`src/verilog/pcs_defines.svh`:
```
`ifndef PCS_DEFINES_SVH
`define PCS_DEFINES_SVH

// register byte offsets
`define PCS_ADDR_W 8
`define PCS_OFF_OUT_ON 8'h04
`define PCS_OFF_OUT_OFF 8'h08
`define PCS_OFF_STATUS 8'h0c
`define PCS_OFF_IRQ_EN 8'h10
`define PCS_OFF_IRQ_DIS 8'h14
`define PCS_OFF_MASK_VIEW 8'h18

// channel bits sit at 3:0 of every channel register
`define PCS_NCH 4
`define PCS_CH_LSB 0
`define PCS_CH_MSB 3
`define PCS_RSVD_W 28

// reset values
`define PCS_OUT_RST 4'h0
`define PCS_MASK_RST 4'h0
`define PCS_DATA_RST 32'h0000_0000

// axi responses
`define PCS_RESP_OKAY 2'h0
`define PCS_RESP_SLVERR 2'h2

`endif

```
`src/verilog/pcs_pkg.sv`:
```
package pcs_pkg;
   typedef enum logic [2:0] {
      PCS_SEL_NONE,
      PCS_SEL_OUT_ON,
      PCS_SEL_OUT_OFF,
      PCS_SEL_STATUS,
      PCS_SEL_IRQ_EN,
      PCS_SEL_IRQ_DIS,
      PCS_SEL_MASK_VIEW
   } pcs_reg_sel_t;
endpackage

```
`src/verilog/pcs_bus_if.sv`:
```
`timescale 1ns/1ps
`default_nettype none
`include "pcs_defines.svh"

interface pcs_bus_if;
   logic wr_en;
   logic [`PCS_ADDR_W-1:0] wr_addr;
   logic [31:0] wr_data;
   logic [3:0] wr_strb;
   logic wr_hit;
   logic [`PCS_ADDR_W-1:0] rd_addr;
   logic [31:0] rd_data;
   logic rd_hit;

   modport slave (
      output wr_en, wr_addr, wr_data, wr_strb, rd_addr,
      input wr_hit, rd_data, rd_hit
   );
   modport regs (
      input wr_en, wr_addr, wr_data, wr_strb, rd_addr,
      output wr_hit, rd_data, rd_hit
   );
endinterface

`default_nettype wire

```
`src/verilog/pcs_axil_slave.sv`:
```
`timescale 1ns/1ps
`default_nettype none
`include "pcs_defines.svh"

module pcs_axil_slave
   import pcs_pkg::*;
(
   input wire logic clk,
   input wire logic rst_b,
   input wire logic [`PCS_ADDR_W-1:0] s_axi_awaddr,
   input wire logic s_axi_awvalid,
   output logic s_axi_awready,
   input wire logic [31:0] s_axi_wdata,
   input wire logic [3:0] s_axi_wstrb,
   input wire logic s_axi_wvalid,
   output logic s_axi_wready,
   output logic [1:0] s_axi_bresp,
   output logic s_axi_bvalid,
   input wire logic s_axi_bready,
   input wire logic [`PCS_ADDR_W-1:0] s_axi_araddr,
   input wire logic s_axi_arvalid,
   output logic s_axi_arready,
   output logic [31:0] s_axi_rdata,
   output logic [1:0] s_axi_rresp,
   output logic s_axi_rvalid,
   input wire logic s_axi_rready,
   pcs_bus_if.slave bus
);
   logic [`PCS_ADDR_W-1:0] awaddr_reg;
   logic [31:0] wdata_reg;
   logic [3:0] wstrb_reg;

   // ready low means the channel's item is held here
   wire logic aw_take = s_axi_awvalid & s_axi_awready;
   wire logic w_take = s_axi_wvalid & s_axi_wready;
   wire logic b_done = s_axi_bvalid & s_axi_bready;
   wire logic ar_take = s_axi_arvalid & s_axi_arready;
   wire logic r_done = s_axi_rvalid & s_axi_rready;
   wire logic wr_fire = ~s_axi_awready & ~s_axi_wready & ~s_axi_bvalid;

   assign bus.wr_en = wr_fire;
   assign bus.wr_addr = awaddr_reg;
   assign bus.wr_data = wdata_reg;
   assign bus.wr_strb = wstrb_reg;
   assign bus.rd_addr = s_axi_araddr;

   always_ff @(posedge clk) begin
      if (!rst_b) begin
         s_axi_awready <= 1'b1;
         s_axi_wready <= 1'b1;
         s_axi_bvalid <= 1'b0;
         s_axi_bresp <= `PCS_RESP_OKAY;
         awaddr_reg <= '0;
         wdata_reg <= `PCS_DATA_RST;
         wstrb_reg <= 4'h0;
      end else begin
         if (aw_take) begin
            s_axi_awready <= 1'b0;
            awaddr_reg <= s_axi_awaddr;
         end
         if (w_take) begin
            s_axi_wready <= 1'b0;
            wdata_reg <= s_axi_wdata;
            wstrb_reg <= s_axi_wstrb;
         end
         if (wr_fire) begin
            s_axi_bvalid <= 1'b1;
            s_axi_bresp <= bus.wr_hit ? `PCS_RESP_OKAY : `PCS_RESP_SLVERR;
         end
         // both ready again only once the response is gone
         if (b_done) begin
            s_axi_bvalid <= 1'b0;
            s_axi_awready <= 1'b1;
            s_axi_wready <= 1'b1;
         end
      end
   end

   always_ff @(posedge clk) begin
      if (!rst_b) begin
         s_axi_arready <= 1'b1;
         s_axi_rvalid <= 1'b0;
         s_axi_rdata <= `PCS_DATA_RST;
         s_axi_rresp <= `PCS_RESP_OKAY;
      end else if (ar_take) begin
         s_axi_arready <= 1'b0;
         s_axi_rvalid <= 1'b1;
         s_axi_rdata <= bus.rd_data;
         s_axi_rresp <= bus.rd_hit ? `PCS_RESP_OKAY : `PCS_RESP_SLVERR;
      end else if (r_done) begin
         s_axi_arready <= 1'b1;
         s_axi_rvalid <= 1'b0;
      end
   end
endmodule

`default_nettype wire

```
`src/verilog/pcs_status_regs.sv`:
```
// Functional notes
// - status bit n reads one while channel n output is active; 31:4 zero
// - status bit n reads zero while channel n output is inactive
// - irq-enable write: ones turn channel interrupts on, zeros no effect
// - irq-disable write: ones turn channel interrupts off, zeros no effect
// - output-on write: ones activate channel outputs, zeros no effect
// - output-off write: ones deactivate channel outputs, zeros no effect
//
// Local design decisions: the register addresses and the AXI4-Lite slave port.
`timescale 1ns/1ps
`default_nettype none
`include "pcs_defines.svh"

module pcs_status_regs
   import pcs_pkg::*;
(
   input wire logic clk,
   input wire logic rst_b,
   input wire logic [`PCS_ADDR_W-1:0] s_axi_awaddr,
   input wire logic s_axi_awvalid,
   output logic s_axi_awready,
   input wire logic [31:0] s_axi_wdata,
   input wire logic [3:0] s_axi_wstrb,
   input wire logic s_axi_wvalid,
   output logic s_axi_wready,
   output logic [1:0] s_axi_bresp,
   output logic s_axi_bvalid,
   input wire logic s_axi_bready,
   input wire logic [`PCS_ADDR_W-1:0] s_axi_araddr,
   input wire logic s_axi_arvalid,
   output logic s_axi_arready,
   output logic [31:0] s_axi_rdata,
   output logic [1:0] s_axi_rresp,
   output logic s_axi_rvalid,
   input wire logic s_axi_rready,
   input wire logic [`PCS_NCH-1:0] chan_event,
   output logic [`PCS_NCH-1:0] chan_out_active,
   output logic irq_out
);
   pcs_bus_if bus ();

   pcs_axil_slave u_slave (
      .clk(clk),
      .rst_b(rst_b),
      .s_axi_awaddr(s_axi_awaddr),
      .s_axi_awvalid(s_axi_awvalid),
      .s_axi_awready(s_axi_awready),
      .s_axi_wdata(s_axi_wdata),
      .s_axi_wstrb(s_axi_wstrb),
      .s_axi_wvalid(s_axi_wvalid),
      .s_axi_wready(s_axi_wready),
      .s_axi_bresp(s_axi_bresp),
      .s_axi_bvalid(s_axi_bvalid),
      .s_axi_bready(s_axi_bready),
      .s_axi_araddr(s_axi_araddr),
      .s_axi_arvalid(s_axi_arvalid),
      .s_axi_arready(s_axi_arready),
      .s_axi_rdata(s_axi_rdata),
      .s_axi_rresp(s_axi_rresp),
      .s_axi_rvalid(s_axi_rvalid),
      .s_axi_rready(s_axi_rready),
      .bus(bus.slave)
   );

   function automatic pcs_reg_sel_t decode_addr(
      input logic [`PCS_ADDR_W-1:0] addr
   );
      case (addr)
         `PCS_OFF_OUT_ON: decode_addr = PCS_SEL_OUT_ON;
         `PCS_OFF_OUT_OFF: decode_addr = PCS_SEL_OUT_OFF;
         `PCS_OFF_STATUS: decode_addr = PCS_SEL_STATUS;
         `PCS_OFF_IRQ_EN: decode_addr = PCS_SEL_IRQ_EN;
         `PCS_OFF_IRQ_DIS: decode_addr = PCS_SEL_IRQ_DIS;
         `PCS_OFF_MASK_VIEW: decode_addr = PCS_SEL_MASK_VIEW;
         default: decode_addr = PCS_SEL_NONE;
      endcase
   endfunction

   // a set-only or clear-only register touches just the bits written as one
   function automatic logic [`PCS_NCH-1:0] merge_bits(
      input logic [`PCS_NCH-1:0] cur,
      input logic [`PCS_NCH-1:0] set_bits,
      input logic [`PCS_NCH-1:0] clr_bits
   );
      merge_bits = (cur | set_bits) & ~clr_bits;
   endfunction

   logic [`PCS_NCH-1:0] out_en_reg;
   logic [`PCS_NCH-1:0] out_en_next;
   logic [`PCS_NCH-1:0] mask_reg;
   logic [`PCS_NCH-1:0] mask_next;
   logic irq_reg;
   logic irq_next;

   // write side decode
   wire pcs_reg_sel_t wr_sel = decode_addr(bus.wr_addr);
   // channel bits live in byte lane 0; other lanes hold only reserved bits
   wire logic wr_lane0 = bus.wr_en & bus.wr_strb[0];
   wire logic [`PCS_NCH-1:0] wr_bits = wr_lane0 ?
      bus.wr_data[`PCS_CH_MSB:`PCS_CH_LSB] : '0;
   wire logic [`PCS_NCH-1:0] out_set =
      (wr_sel == PCS_SEL_OUT_ON) ? wr_bits : '0;
   wire logic [`PCS_NCH-1:0] out_clr =
      (wr_sel == PCS_SEL_OUT_OFF) ? wr_bits : '0;
   wire logic [`PCS_NCH-1:0] mask_set =
      (wr_sel == PCS_SEL_IRQ_EN) ? wr_bits : '0;
   wire logic [`PCS_NCH-1:0] mask_clr =
      (wr_sel == PCS_SEL_IRQ_DIS) ? wr_bits : '0;

   // writes to read-only words are accepted and dropped
   assign bus.wr_hit = (wr_sel != PCS_SEL_NONE);

   assign out_en_next = merge_bits(out_en_reg, out_set, out_clr);
   assign mask_next = merge_bits(mask_reg, mask_set, mask_clr);
   // registered so the line cannot glitch on a mask change
   assign irq_next = |(chan_event & mask_reg);

   // read side decode; write-only words read as zero
   wire pcs_reg_sel_t rd_sel = decode_addr(bus.rd_addr);
   wire logic [31:0] status_word = {{`PCS_RSVD_W{1'b0}}, out_en_reg};
   wire logic [31:0] mask_word = {{`PCS_RSVD_W{1'b0}}, mask_reg};
   assign bus.rd_data = (rd_sel == PCS_SEL_STATUS) ? status_word :
      (rd_sel == PCS_SEL_MASK_VIEW) ? mask_word : `PCS_DATA_RST;
   assign bus.rd_hit = (rd_sel != PCS_SEL_NONE);

   always_ff @(posedge clk) begin
      if (!rst_b) begin
         out_en_reg <= `PCS_OUT_RST;
         mask_reg <= `PCS_MASK_RST;
         irq_reg <= 1'b0;
      end else begin
         out_en_reg <= out_en_next;
         mask_reg <= mask_next;
         irq_reg <= irq_next;
      end
   end

   assign chan_out_active = out_en_reg;
   assign irq_out = irq_reg;

   wire logic out_on_wr = wr_lane0 && (wr_sel == PCS_SEL_OUT_ON);
   wire logic out_off_wr = wr_lane0 && (wr_sel == PCS_SEL_OUT_OFF);
   wire logic irq_en_wr = wr_lane0 && (wr_sel == PCS_SEL_IRQ_EN);
   wire logic irq_dis_wr = wr_lane0 && (wr_sel == PCS_SEL_IRQ_DIS);
   wire logic status_rd = s_axi_arvalid && s_axi_arready &&
      (s_axi_araddr == `PCS_OFF_STATUS);
   wire logic ar_taken = s_axi_arvalid && s_axi_arready;
   wire logic r_taken = s_axi_rvalid && s_axi_rready;
   wire logic b_taken = s_axi_bvalid && s_axi_bready;
   wire logic mask_rd = ar_taken && (s_axi_araddr == `PCS_OFF_MASK_VIEW);
   wire logic wo_rd = ar_taken && (
      (s_axi_araddr == `PCS_OFF_OUT_ON) ||
      (s_axi_araddr == `PCS_OFF_OUT_OFF) ||
      (s_axi_araddr == `PCS_OFF_IRQ_EN) ||
      (s_axi_araddr == `PCS_OFF_IRQ_DIS));
   wire logic ro_wr = bus.wr_en && ((bus.wr_addr == `PCS_OFF_STATUS) ||
      (bus.wr_addr == `PCS_OFF_MASK_VIEW));
endmodule

`default_nettype wire

```
`config.mk`:
```
export PLATFORM = sky130hd
export DESIGN_NAME = pcs_status_regs
export DESIGN_NICKNAME = d
export VERILOG_FILES = /design/src/verilog/pcs_pkg.sv /design/src/verilog/pcs_bus_if.sv /design/src/verilog/pcs_axil_slave.sv /design/src/verilog/pcs_status_regs.sv
export VERILOG_INCLUDE_DIRS = /design/src /design/src/verilog
export SDC_FILE = /design/constraint.sdc
export NUM_CORES = 1
export LEC_CHECK = 0
export ABC_AREA = 1
export ABC_CLOCK_PERIOD_IN_PS = 3200
export BUFFER_PORTS_ARGS = -buffer_cell sky130_fd_sc_hd__buf_4
export CAP_MARGIN = 20
export CORE_UTILIZATION = 35
export DETAILED_ROUTE_END_ITERATION = 7
export HOLD_SLACK_MARGIN = 0.1
export PLACE_DENSITY = 0.54
export SLEW_MARGIN = 0
export SYNTH_ARGS = -nofsm -noshare
export SYNTH_HDL_FRONTEND = slang
export SYNTH_HIERARCHICAL = 1
export SYNTH_SLANG_ARGS = --single-unit
export TNS_END_PERCENT = 10
```
`constraint.sdc`:
```
create_clock -name clk -period 3.2 [get_ports clk]
set_clock_uncertainty 0.2 [all_clocks]
set_input_delay 0.16 -clock clk [delete_from_list [all_inputs] [get_ports clk]]
set_output_delay 0.16 -clock clk [all_outputs]
set_load 0.05 [all_outputs]
```
# Yosys cells after proc, flatten, opt, wreduce, memory -nomap -nowiden

Cells that the tools add are included.

Register bits: 63
Bits in latches: 0
RAM bits: 0
Memory bits (read-only): 0
Input bits: 63
Output and inout bits: 46
Logic and storage cells: 71
Memories: 0

Add/sub/neg operators: 0
$mul: 0
Divide/modulo/power cells: 0
$lt $le $gt $ge: 0
Equality and inequality tests: 18
Shift operators: 0
Mux-type cells: 15
Bitwise logic cells: 19
Reduce and logical (&&, ||, !) cells: 5

Operators by type and width:

| kind                                                            | number |
|---|---|
| 8-bit by 5-bit == test with 1-bit output, second input constant | 6 |
| 3-bit case mux with 6 select lines                              | 2 |
| 8-bit by 4-bit == test with 1-bit output, second input constant | 4 |
| 4-bit 2-to-1 mux                                                | 7 |
| 8-bit by 3-bit == test with 1-bit output, second input constant | 2 |
| 4-bit bitwise AND                                               | 3 |
| 3-bit == test, second input constant                            | 3 |
| 1-bit bitwise AND                                               | 8 |
| 4-bit NOT                                                       | 2 |
| 4-bit bitwise OR                                                | 2 |
| 3-bit by 2-bit == test with 1-bit output, second input constant | 2 |
| 3-bit nonzero test                                              | 2 |
| 1-bit 2-to-1 mux                                                | 4 |
| 2-bit 2-to-1 mux                                                | 2 |
| 1-bit NOT                                                       | 4 |
| 4-bit OR reduction                                              | 1 |
| 3-bit by 1-bit == test with 1-bit output, second input constant | 1 |
| 2-bit nonzero test                                              | 1 |
| 2-bit OR reduction                                              | 1 |

# Depth between registers and ports, before layout

Gate-level depths: netlist (run 1).

Word-level depth: 8
Mapped depth: 9
Mapped depth without buffers: 8

# Modules after synthesis

The synthesis (run 1) kept the hierarchy.

Modules (own cells, without submodules):

| module          | instances | cells an instance | area an instance (µm²) | seq. area each (µm²) |
|---|---|---|---|---|
| pcs_axil_slave  | 1         | 375               | 3016.6                 | 1661.6 |
| pcs_status_regs | 1         | 114               | 676.9                  | 180.2 |

# Worst setup path before layout (run 1)

OpenSTA, ideal clock, no wires.

Path kind: register -> register
Start: register u_slave.s_axi_wready
End: register mask_reg[0]
Setup time: 115 ps
Data arrival time: 1271 ps
Required time: 2885 ps
Path slack: 1614 ps
Cell stages (with the launch flop): 8
Buffers on the path: 0
Clock period less this slack: 1586 ps
Cells stage by stage: dfxtp_1 nor2_1 nand2_1 inv_1 nand2_1 nor2_1 a21oi_1 nor2_1

Longest elaborated chain between the ends: 8
Elaborated cells on any way between the ends: 10
Classes of those cells: mux: 3; bitwise: 7

Ends and longest elaborated chain:

| item                                          | line                                           | text |
|---|---|---|
| start: declaration                            | pcs_axil_slave.sv:16                           | `output logic s_axi_wready,` |
| start signal: assignment                      | pcs_axil_slave.sv:50                           | `s_axi_wready <= 1'b1;` |
| start signal: assignment                      | pcs_axil_slave.sv:62                           | `s_axi_wready <= 1'b0;` |
| start signal: assignment                      | pcs_axil_slave.sv:74                           | `s_axi_wready <= 1'b1;` |
| 1-bit NOT (*)                                 | pcs_axil_slave.sv:39                           | `wire logic wr_fire = ~s_axi_awready & ~s_axi_wready & ~s_axi_bvalid;` |
| 1-bit bitwise AND (*) (2 in a row)            | pcs_axil_slave.sv:39                           |  |
| named net bus.wr_en                           | pcs_bus_if.sv:6                                | `logic wr_en;` |
| 1-bit bitwise AND (*)                         | pcs_status_regs.sv:98                          | `wire logic wr_lane0 = bus.wr_en & bus.wr_strb[0];` |
| 4-bit 2-to-1 mux (*)                          | pcs_status_regs.sv:99                          | `` wire logic [`PCS_NCH-1:0] wr_bits = wr_lane0 ? `` |
| 4-bit 2-to-1 mux (on tied branches)           | pcs_status_regs.sv:106, pcs_status_regs.sv:108 |  |
| 4-bit bitwise OR or 4-bit NOT (tied branches) | pcs_status_regs.sv:85                          | `merge_bits = (cur \| set_bits) & ~clr_bits;` |
| 4-bit bitwise AND (*)                         | pcs_status_regs.sv:85                          |  |
| end signal: assignment                        | pcs_status_regs.sv:129                         | `` mask_reg <= `PCS_MASK_RST; `` |
| end signal: assignment                        | pcs_status_regs.sv:133                         | `mask_reg <= mask_next;` |
| end: declaration                              | pcs_status_regs.sv:90                          | `` logic [`PCS_NCH-1:0] mask_reg; `` |

The timed path passes the listed nets; every way through them passes the cells marked *.
A chain may end at the register's enable or synchronous reset.

# Worst setup path in the final report (run 1)

Start: input port rst_b
End: register irq_reg, in the netlist irq_out

RTL lines:

| item                   | line                   | text |
|---|---|---|
| start: declaration     | pcs_status_regs.sv:18  | `input wire logic rst_b,` |
| end signal: assignment | pcs_status_regs.sv:134 | `irq_reg <= irq_next;` |
| end: declaration       | pcs_status_regs.sv:92  | `logic irq_reg;` |

No word-level cell between the ends.

==> results of run 1 <==
-- per-layer routing --
metal  vias up  track usage [%]
li1       1305                -
met1      1006             17.4
met2        74             25.1
met3         8             4.16
met4         0             7.65
met5         -                0
-- critical path: cells and delay by family --
kind / cells / cell delay (ns)
buf+inv: 4 / 1.61
compound gates: 1 / 0.16
-- timing repair --
action	CTS	global route
endpoints found under the setup margin	0	0
hold buffers	20	0
endpoints found under the hold margin	21	0
resized for setup	0	0
-- final cells by class --
type | instances | area (um2)
clock inverters | 4 | 70.1
fillers | 756 | 3640
multi-input cells | 279 | 1230
repair buffers | 95 | 763
flip-flops and latches | 61 | 1220
well taps | 99 | 124
inverters | 21 | 86.3
clock buffers | 12 | 155
-- report_power, final --
group          switching [mW]  leakage [nW]  internal [mW]  total (mW)
Sequential             0.0348         0.504          0.815       0.850
Clock                   0.292         0.116          0.479       0.771
Combinational           0.278          1.09          0.142       0.420
-- through the flow --
stage | cell area [um2] | instances | util [%]
after floorplan | 2760 | 391 | -
after global placement | 3220 | 535 | 44.2
after detailed placement | 3220 | 535 | 44.2
after CTS | 3650 | 571 | 50.0
after global routing | 3650 | 571 | 50.0
final | 3650 | 571 | 50.0
-- path summary, 6_finish.rpt --
path	startpoint	end	slack, ns	cells past startpoint
worst min-delay path	s_axi_araddr[2]	u_slave/s_axi_rdata[3]	0.13	6
worst min register to register	u_slave/s_axi_rdata[13]	u_slave/s_axi_rdata[13]	0.28	2
worst max register to register	u_slave/s_axi_arready	u_slave/s_axi_rresp[1]	1.36	5
worst max-delay path	rst_b	irq_out	1.33	5
==> results_dict.tcl, run 1 <==
set metrics [dict create \
    die_h_um 89.0 \
    drt_pass1_iterations 6 \
    syn_inst 363 \
    hold_path.class "in -> reg" \
    grt_pass1_wl_um 9070 \
    grt_max_degree 59 \
    setup_viol 0 \
    route.met2.wl_um 2490 \
    cellLeakagePower_nw 1.71 \
    top_layer "met4" \
    status "complete, no violations" \
    maxSlewHeadroom_pct 60.5 \
    portBuffers 75 \
    final_common_cell "nor2_1" \
    fin_total_pwr_mw 2.04 \
    p_per_area_nw_per_um2 559 \
    routed_via_density 4.19 \
    tritoncts_num_sinks 61 \
    largest_reg_flops 32 \
    cts_tree "yes" \
    cts_root_buffer "clkbuf_8" \
    syn_area_per_cell_um2 7.30 \
    hpwl_um 3730 \
    crit_slowest_cell "dlygate4sd3_1" \
    place.gp.congestion 0.695 \
    post-place-ws_ns 1.34 \
    min_period_ns 1.87 \
    clock_path_buffers 2 \
    grt_pass1_vias 2067 \
    wirelength_um 5550 \
    startpoint_type "primary input" \
    syn2layout_area_growth_pct 37.6 \
    tns_ns 0 \
    io-pin-count 109 \
    hold_viol 0 \
    largest-register "u_slave/s_axi_rdata" \
    slew_violations 0 \
    grt_usage_pct 14.9 \
    layout_common_cells "nor2_1, buf_4, dfxtp_1, nand2_1, o21ai_0" \
    drive_gt1_share_pct 23.7 \
    holdWs_ns 0.127 \
    initial_utilization_pct 36.4 \
    met1_length_um 2640 \
    postRouteAntennaNets 0 \
    tightest_slew_ns 0.590 \
    drcViolationCount 0 \
    rsz0062_at_grt "false" \
    fmax_ghz 0.536 \
    netlist_area_um2 2650 \
    post_drt_wl_per_cell_um 9.71 \
    post_cts_buffers 0 \
    crit_path_max_incr_delay_ns 0.56 \
    nNetsFinal 530 \
    cp.arrival_ns 1.95 \
    cts.reportedPaths.clkPinSlew_ns 0.07 \
    worstSkewPairLatency_ns 0.33 \
    core_um2 7290 \
    ys_warn_count 6 \
    timing.final.crit_share_pct 58.3 \
    overflow 0 \
    finalWorstSetupSlack_ns 1.33 \
    max_cap_viol_count 0 \
    ctsHtreeMaxLevel 3 \
    drtIter0Drc 66 \
    rows 31 \
    critPathKind "in -> reg" \
    num_antenna_cells 0 \
    dieArea_um2 7930 \
    die_w_um 89.0 \
    critPathMaxFanout 58 \
    worst_ep_required_time_ns 3.28 \
    antenna_found_initial 0 \
    crit_path_frequent_cell "dlygate4sd3_1" \
    max-vdd-ir-drop_uv 258 \
    vias 2393 \
    cp_cell_sequence "dlygate4sd3_1 > buf_4 > inv_1 > a41oi_1 > dlygate4sd3_1" \
    dr_wl_met3_um 316 \
    numCtsBuffers 9 \
    critPathCaptureType "flip-flop" \
]
Note: power is estimated with default switching activity, not from simulation.
==> run 2: changes to the inputs <==
--- a/config.mk
+++ b/config.mk
@@ -7,7 +7,7 @@
 export NUM_CORES = 1
 export LEC_CHECK = 0
 export ABC_AREA = 1
-export ABC_CLOCK_PERIOD_IN_PS = 3200
+export ABC_CLOCK_PERIOD_IN_PS = 1900
 export BUFFER_PORTS_ARGS = -buffer_cell sky130_fd_sc_hd__buf_4
 export CAP_MARGIN = 20
 export CORE_UTILIZATION = 35
==> constraint.sdc (replaced) <==
create_clock -name clk -period 1.9 [get_ports clk]
set_clock_uncertainty 0.2 [all_clocks]
set_input_delay 0.095 -clock clk [delete_from_list [all_inputs] [get_ports clk]]
set_output_delay 0.095 -clock clk [all_outputs]
set_load 0.05 [all_outputs]
==> run 2 against run 1 <==
Effect of this change:
- largest cell class unchanged
- largest power group unchanged
- sequential share of layout area is 2.1 points lower
- clock-buffer cell count is 1 lower
- first-iteration DRC count is 29% lower
- register-to-register slack worse by 1.2 ns
- hold slack better by 0.015 ns
- setup slack worse by 1.2 ns
- final cell count is 4.6% higher
==> results_dict.tcl, run 2 (synthesis gave the netlist of run 1 again) <==
set metrics [dict create \
    io-pin-count 109 \
    drive_gt1_share_pct 23.3 \
    rrSetupSlack_ns 0.13 \
    cp_cell_sequence "nand2_1 > o21ai_0 > dlygate4sd3_1 > nor2_1" \
    fmax_ghz 0.564 \
    overflow 0 \
    rr_startpoint "u_slave/s_axi_wready" \
    tritoncts_num_sinks 61 \
    cts_root_buffer "clkbuf_8" \
    die_h_um 89.0 \
    fill_cells 753 \
    setup_viol 0 \
    hold_end "u_slave/s_axi_rresp[1]" \
    vias 2511 \
    clock_path_buffers 2 \
    min_period_ns 1.77 \
    place.gp.congestion 0.731 \
    worstHoldStart "s_axi_araddr[7]" \
    cp.arrival_ns 1.80 \
    num_antenna_cells 0 \
    tns_ns 0 \
    timing.final.crit_share_pct 93.4 \
    max_cap_viol_count 0 \
    dieArea_um2 7930 \
    initial_utilization_pct 36.4 \
    startpoint_type "flip-flop" \
    syn2layout_area_growth_pct 46.7 \
    instances_no_fill 597 \
    drtIter0Drc 47 \
    layout_common_cells "nor2_1, buf_4, dfxtp_1, nand2_1, dlygate4sd3_1" \
    crit_path_max_incr_delay_ns 0.57 \
    hold_viol 0 \
    dp.cells 539 \
    p_per_area_nw_per_um2 878 \
    routed_via_density 4.21 \
    crit_family "buffers and inverters" \
    wirelength_um 5820 \
    cts_tree "yes" \
    r2r_cells 4 \
    worstSkewPairLatency_ns 0.33 \
    hpwl_um 3890 \
    critPathKind "reg -> reg" \
    post_drt_wl_per_cell_um 9.75 \
    rsz0062_at_grt "false" \
    crit_slowest_cell "dlygate4sd3_1" \
    final_common_cell "nor2_1" \
    critPathMaxFanout 7 \
    rows 31 \
    cts.reportedPaths.clkPinSlew_ns 0.07 \
    dr_wl_met3_um 258 \
    status "complete, no violations" \
    top_layer "met4" \
    rr_endpoint "u_slave/bus.wr_data[1]" \
    slew_violations 0 \
    grt_pass1_wl_um 9630 \
    numCtsBuffers 9 \
    ctsHtreeMaxLevel 3 \
    route.met2.wl_um 2760 \
    grt_max_degree 45 \
    holdWs_ns 0.142 \
    portBuffers 75 \
    die_w_um 89.0 \
    grt_pass1_vias 2238 \
    hold_path.class "in -> reg" \
    drcViolationCount 0 \
    drt_pass1_iterations 4 \
    worst_ep_required_time_ns 1.93 \
    holdPathStages 9 \
    path_buf_inv 1 \
    postRouteAntennaNets 0 \
    critPathCaptureType "flip-flop" \
    post_cts_buffers 0 \
    nNetsFinal 556 \
    largest-register "u_slave/s_axi_rdata" \
    max-vdd-ir-drop_uv 385 \
    met1_length_um 2750 \
    largest_reg_flops 32 \
    cellLeakagePower_nw 1.81 \
    grt_usage_pct 15.9 \
    core_um2 7290 \
    antenna_found_initial 0 \
]
[run 2: changes by cell type in the layout (fill, tap and decap cells not counted), sizes merged]
cell,delta
buf,+5
clkbuf,-1
clkinv,+1
dlygate4sd3,+21
[run 2: worst max path at each step]
stage	depth (start not counted)	from	end
after detailed placement	5	u_slave/s_axi_arready	u_slave/s_axi_rdata[7]
after floorplan	7	u_slave/s_axi_wready	mask_reg[0]
final	4	u_slave/s_axi_wready	u_slave/bus.wr_data[1]
after global routing	4	u_slave/s_axi_wready	u_slave/bus.wr_data[0]
after CTS	4	u_slave/s_axi_wready	u_slave/bus.wr_data[1]
after global placement	5	u_slave/s_axi_arready	u_slave/s_axi_rdata[7]
[run 2: power by group]
| part | switching (mW) | internal, mW | total (mW) |
|---|---|---|---|
| clock network | 0.486 | 0.732 | 1.22 |
| logic | 0.480 | 0.287 | 0.766 |
| registers | 0.0599 | 1.37 | 1.43 |
| total | 1.03 | 2.39 | 3.42 |
[run 2: through the flow]
step	instance area [um2]	utilization [%]	setup WS, ns	total power, mW
global route	3890	53.3	0.00115	3.62
finish	3890	53.3	0.126	3.42
CTS	3890	53.3	0.128	3.46
detailed placement	3250	44.6	0.387	2.15
global placement	3250	44.6	0.398	2.15
floorplan	2760	-	0.314	1.99
[run 2: layout make-up]
| class | count | area [um2] | share of cell area (%) |
|---|---|---|---|
| multi-input cells | 279 | 1230 | 31.6 |
| flip-flops and latches | 61 | 1220 | 31.4 |
| repair buffers | 121 | 1020 | 26.3 |
| clock buffers | 11 | 131 | 3.38 |
| well taps | 99 | 124 | 3.18 |
| inverters | 21 | 86.3 | 2.22 |
| clock inverters | 5 | 75.1 | 1.93 |
[run 2: routing by layer]
layer  up-vias  global-route usage, %
met5         -                      0
met1      1093                   18.3
met3         7                   4.71
li1       1357                      -
met4         0                   6.49
met2        54                   27.6
[run 2: worst register-to-register path: stages (launching register included)]
cell and delay (ns):
dfxtp_1 0.38, nand2_1 0.24, o21ai_0 0.25, dlygate4sd3_1 0.58
nor2_1 0.04
[run 2: timing repair]
action / 4_1_cts / 5_1_grt
endpoints found under the hold margin: 61 / 0
hold buffers: 42 / 0
gates resized for setup: 0 / 0
setup endpoints to repair: 0 / 0
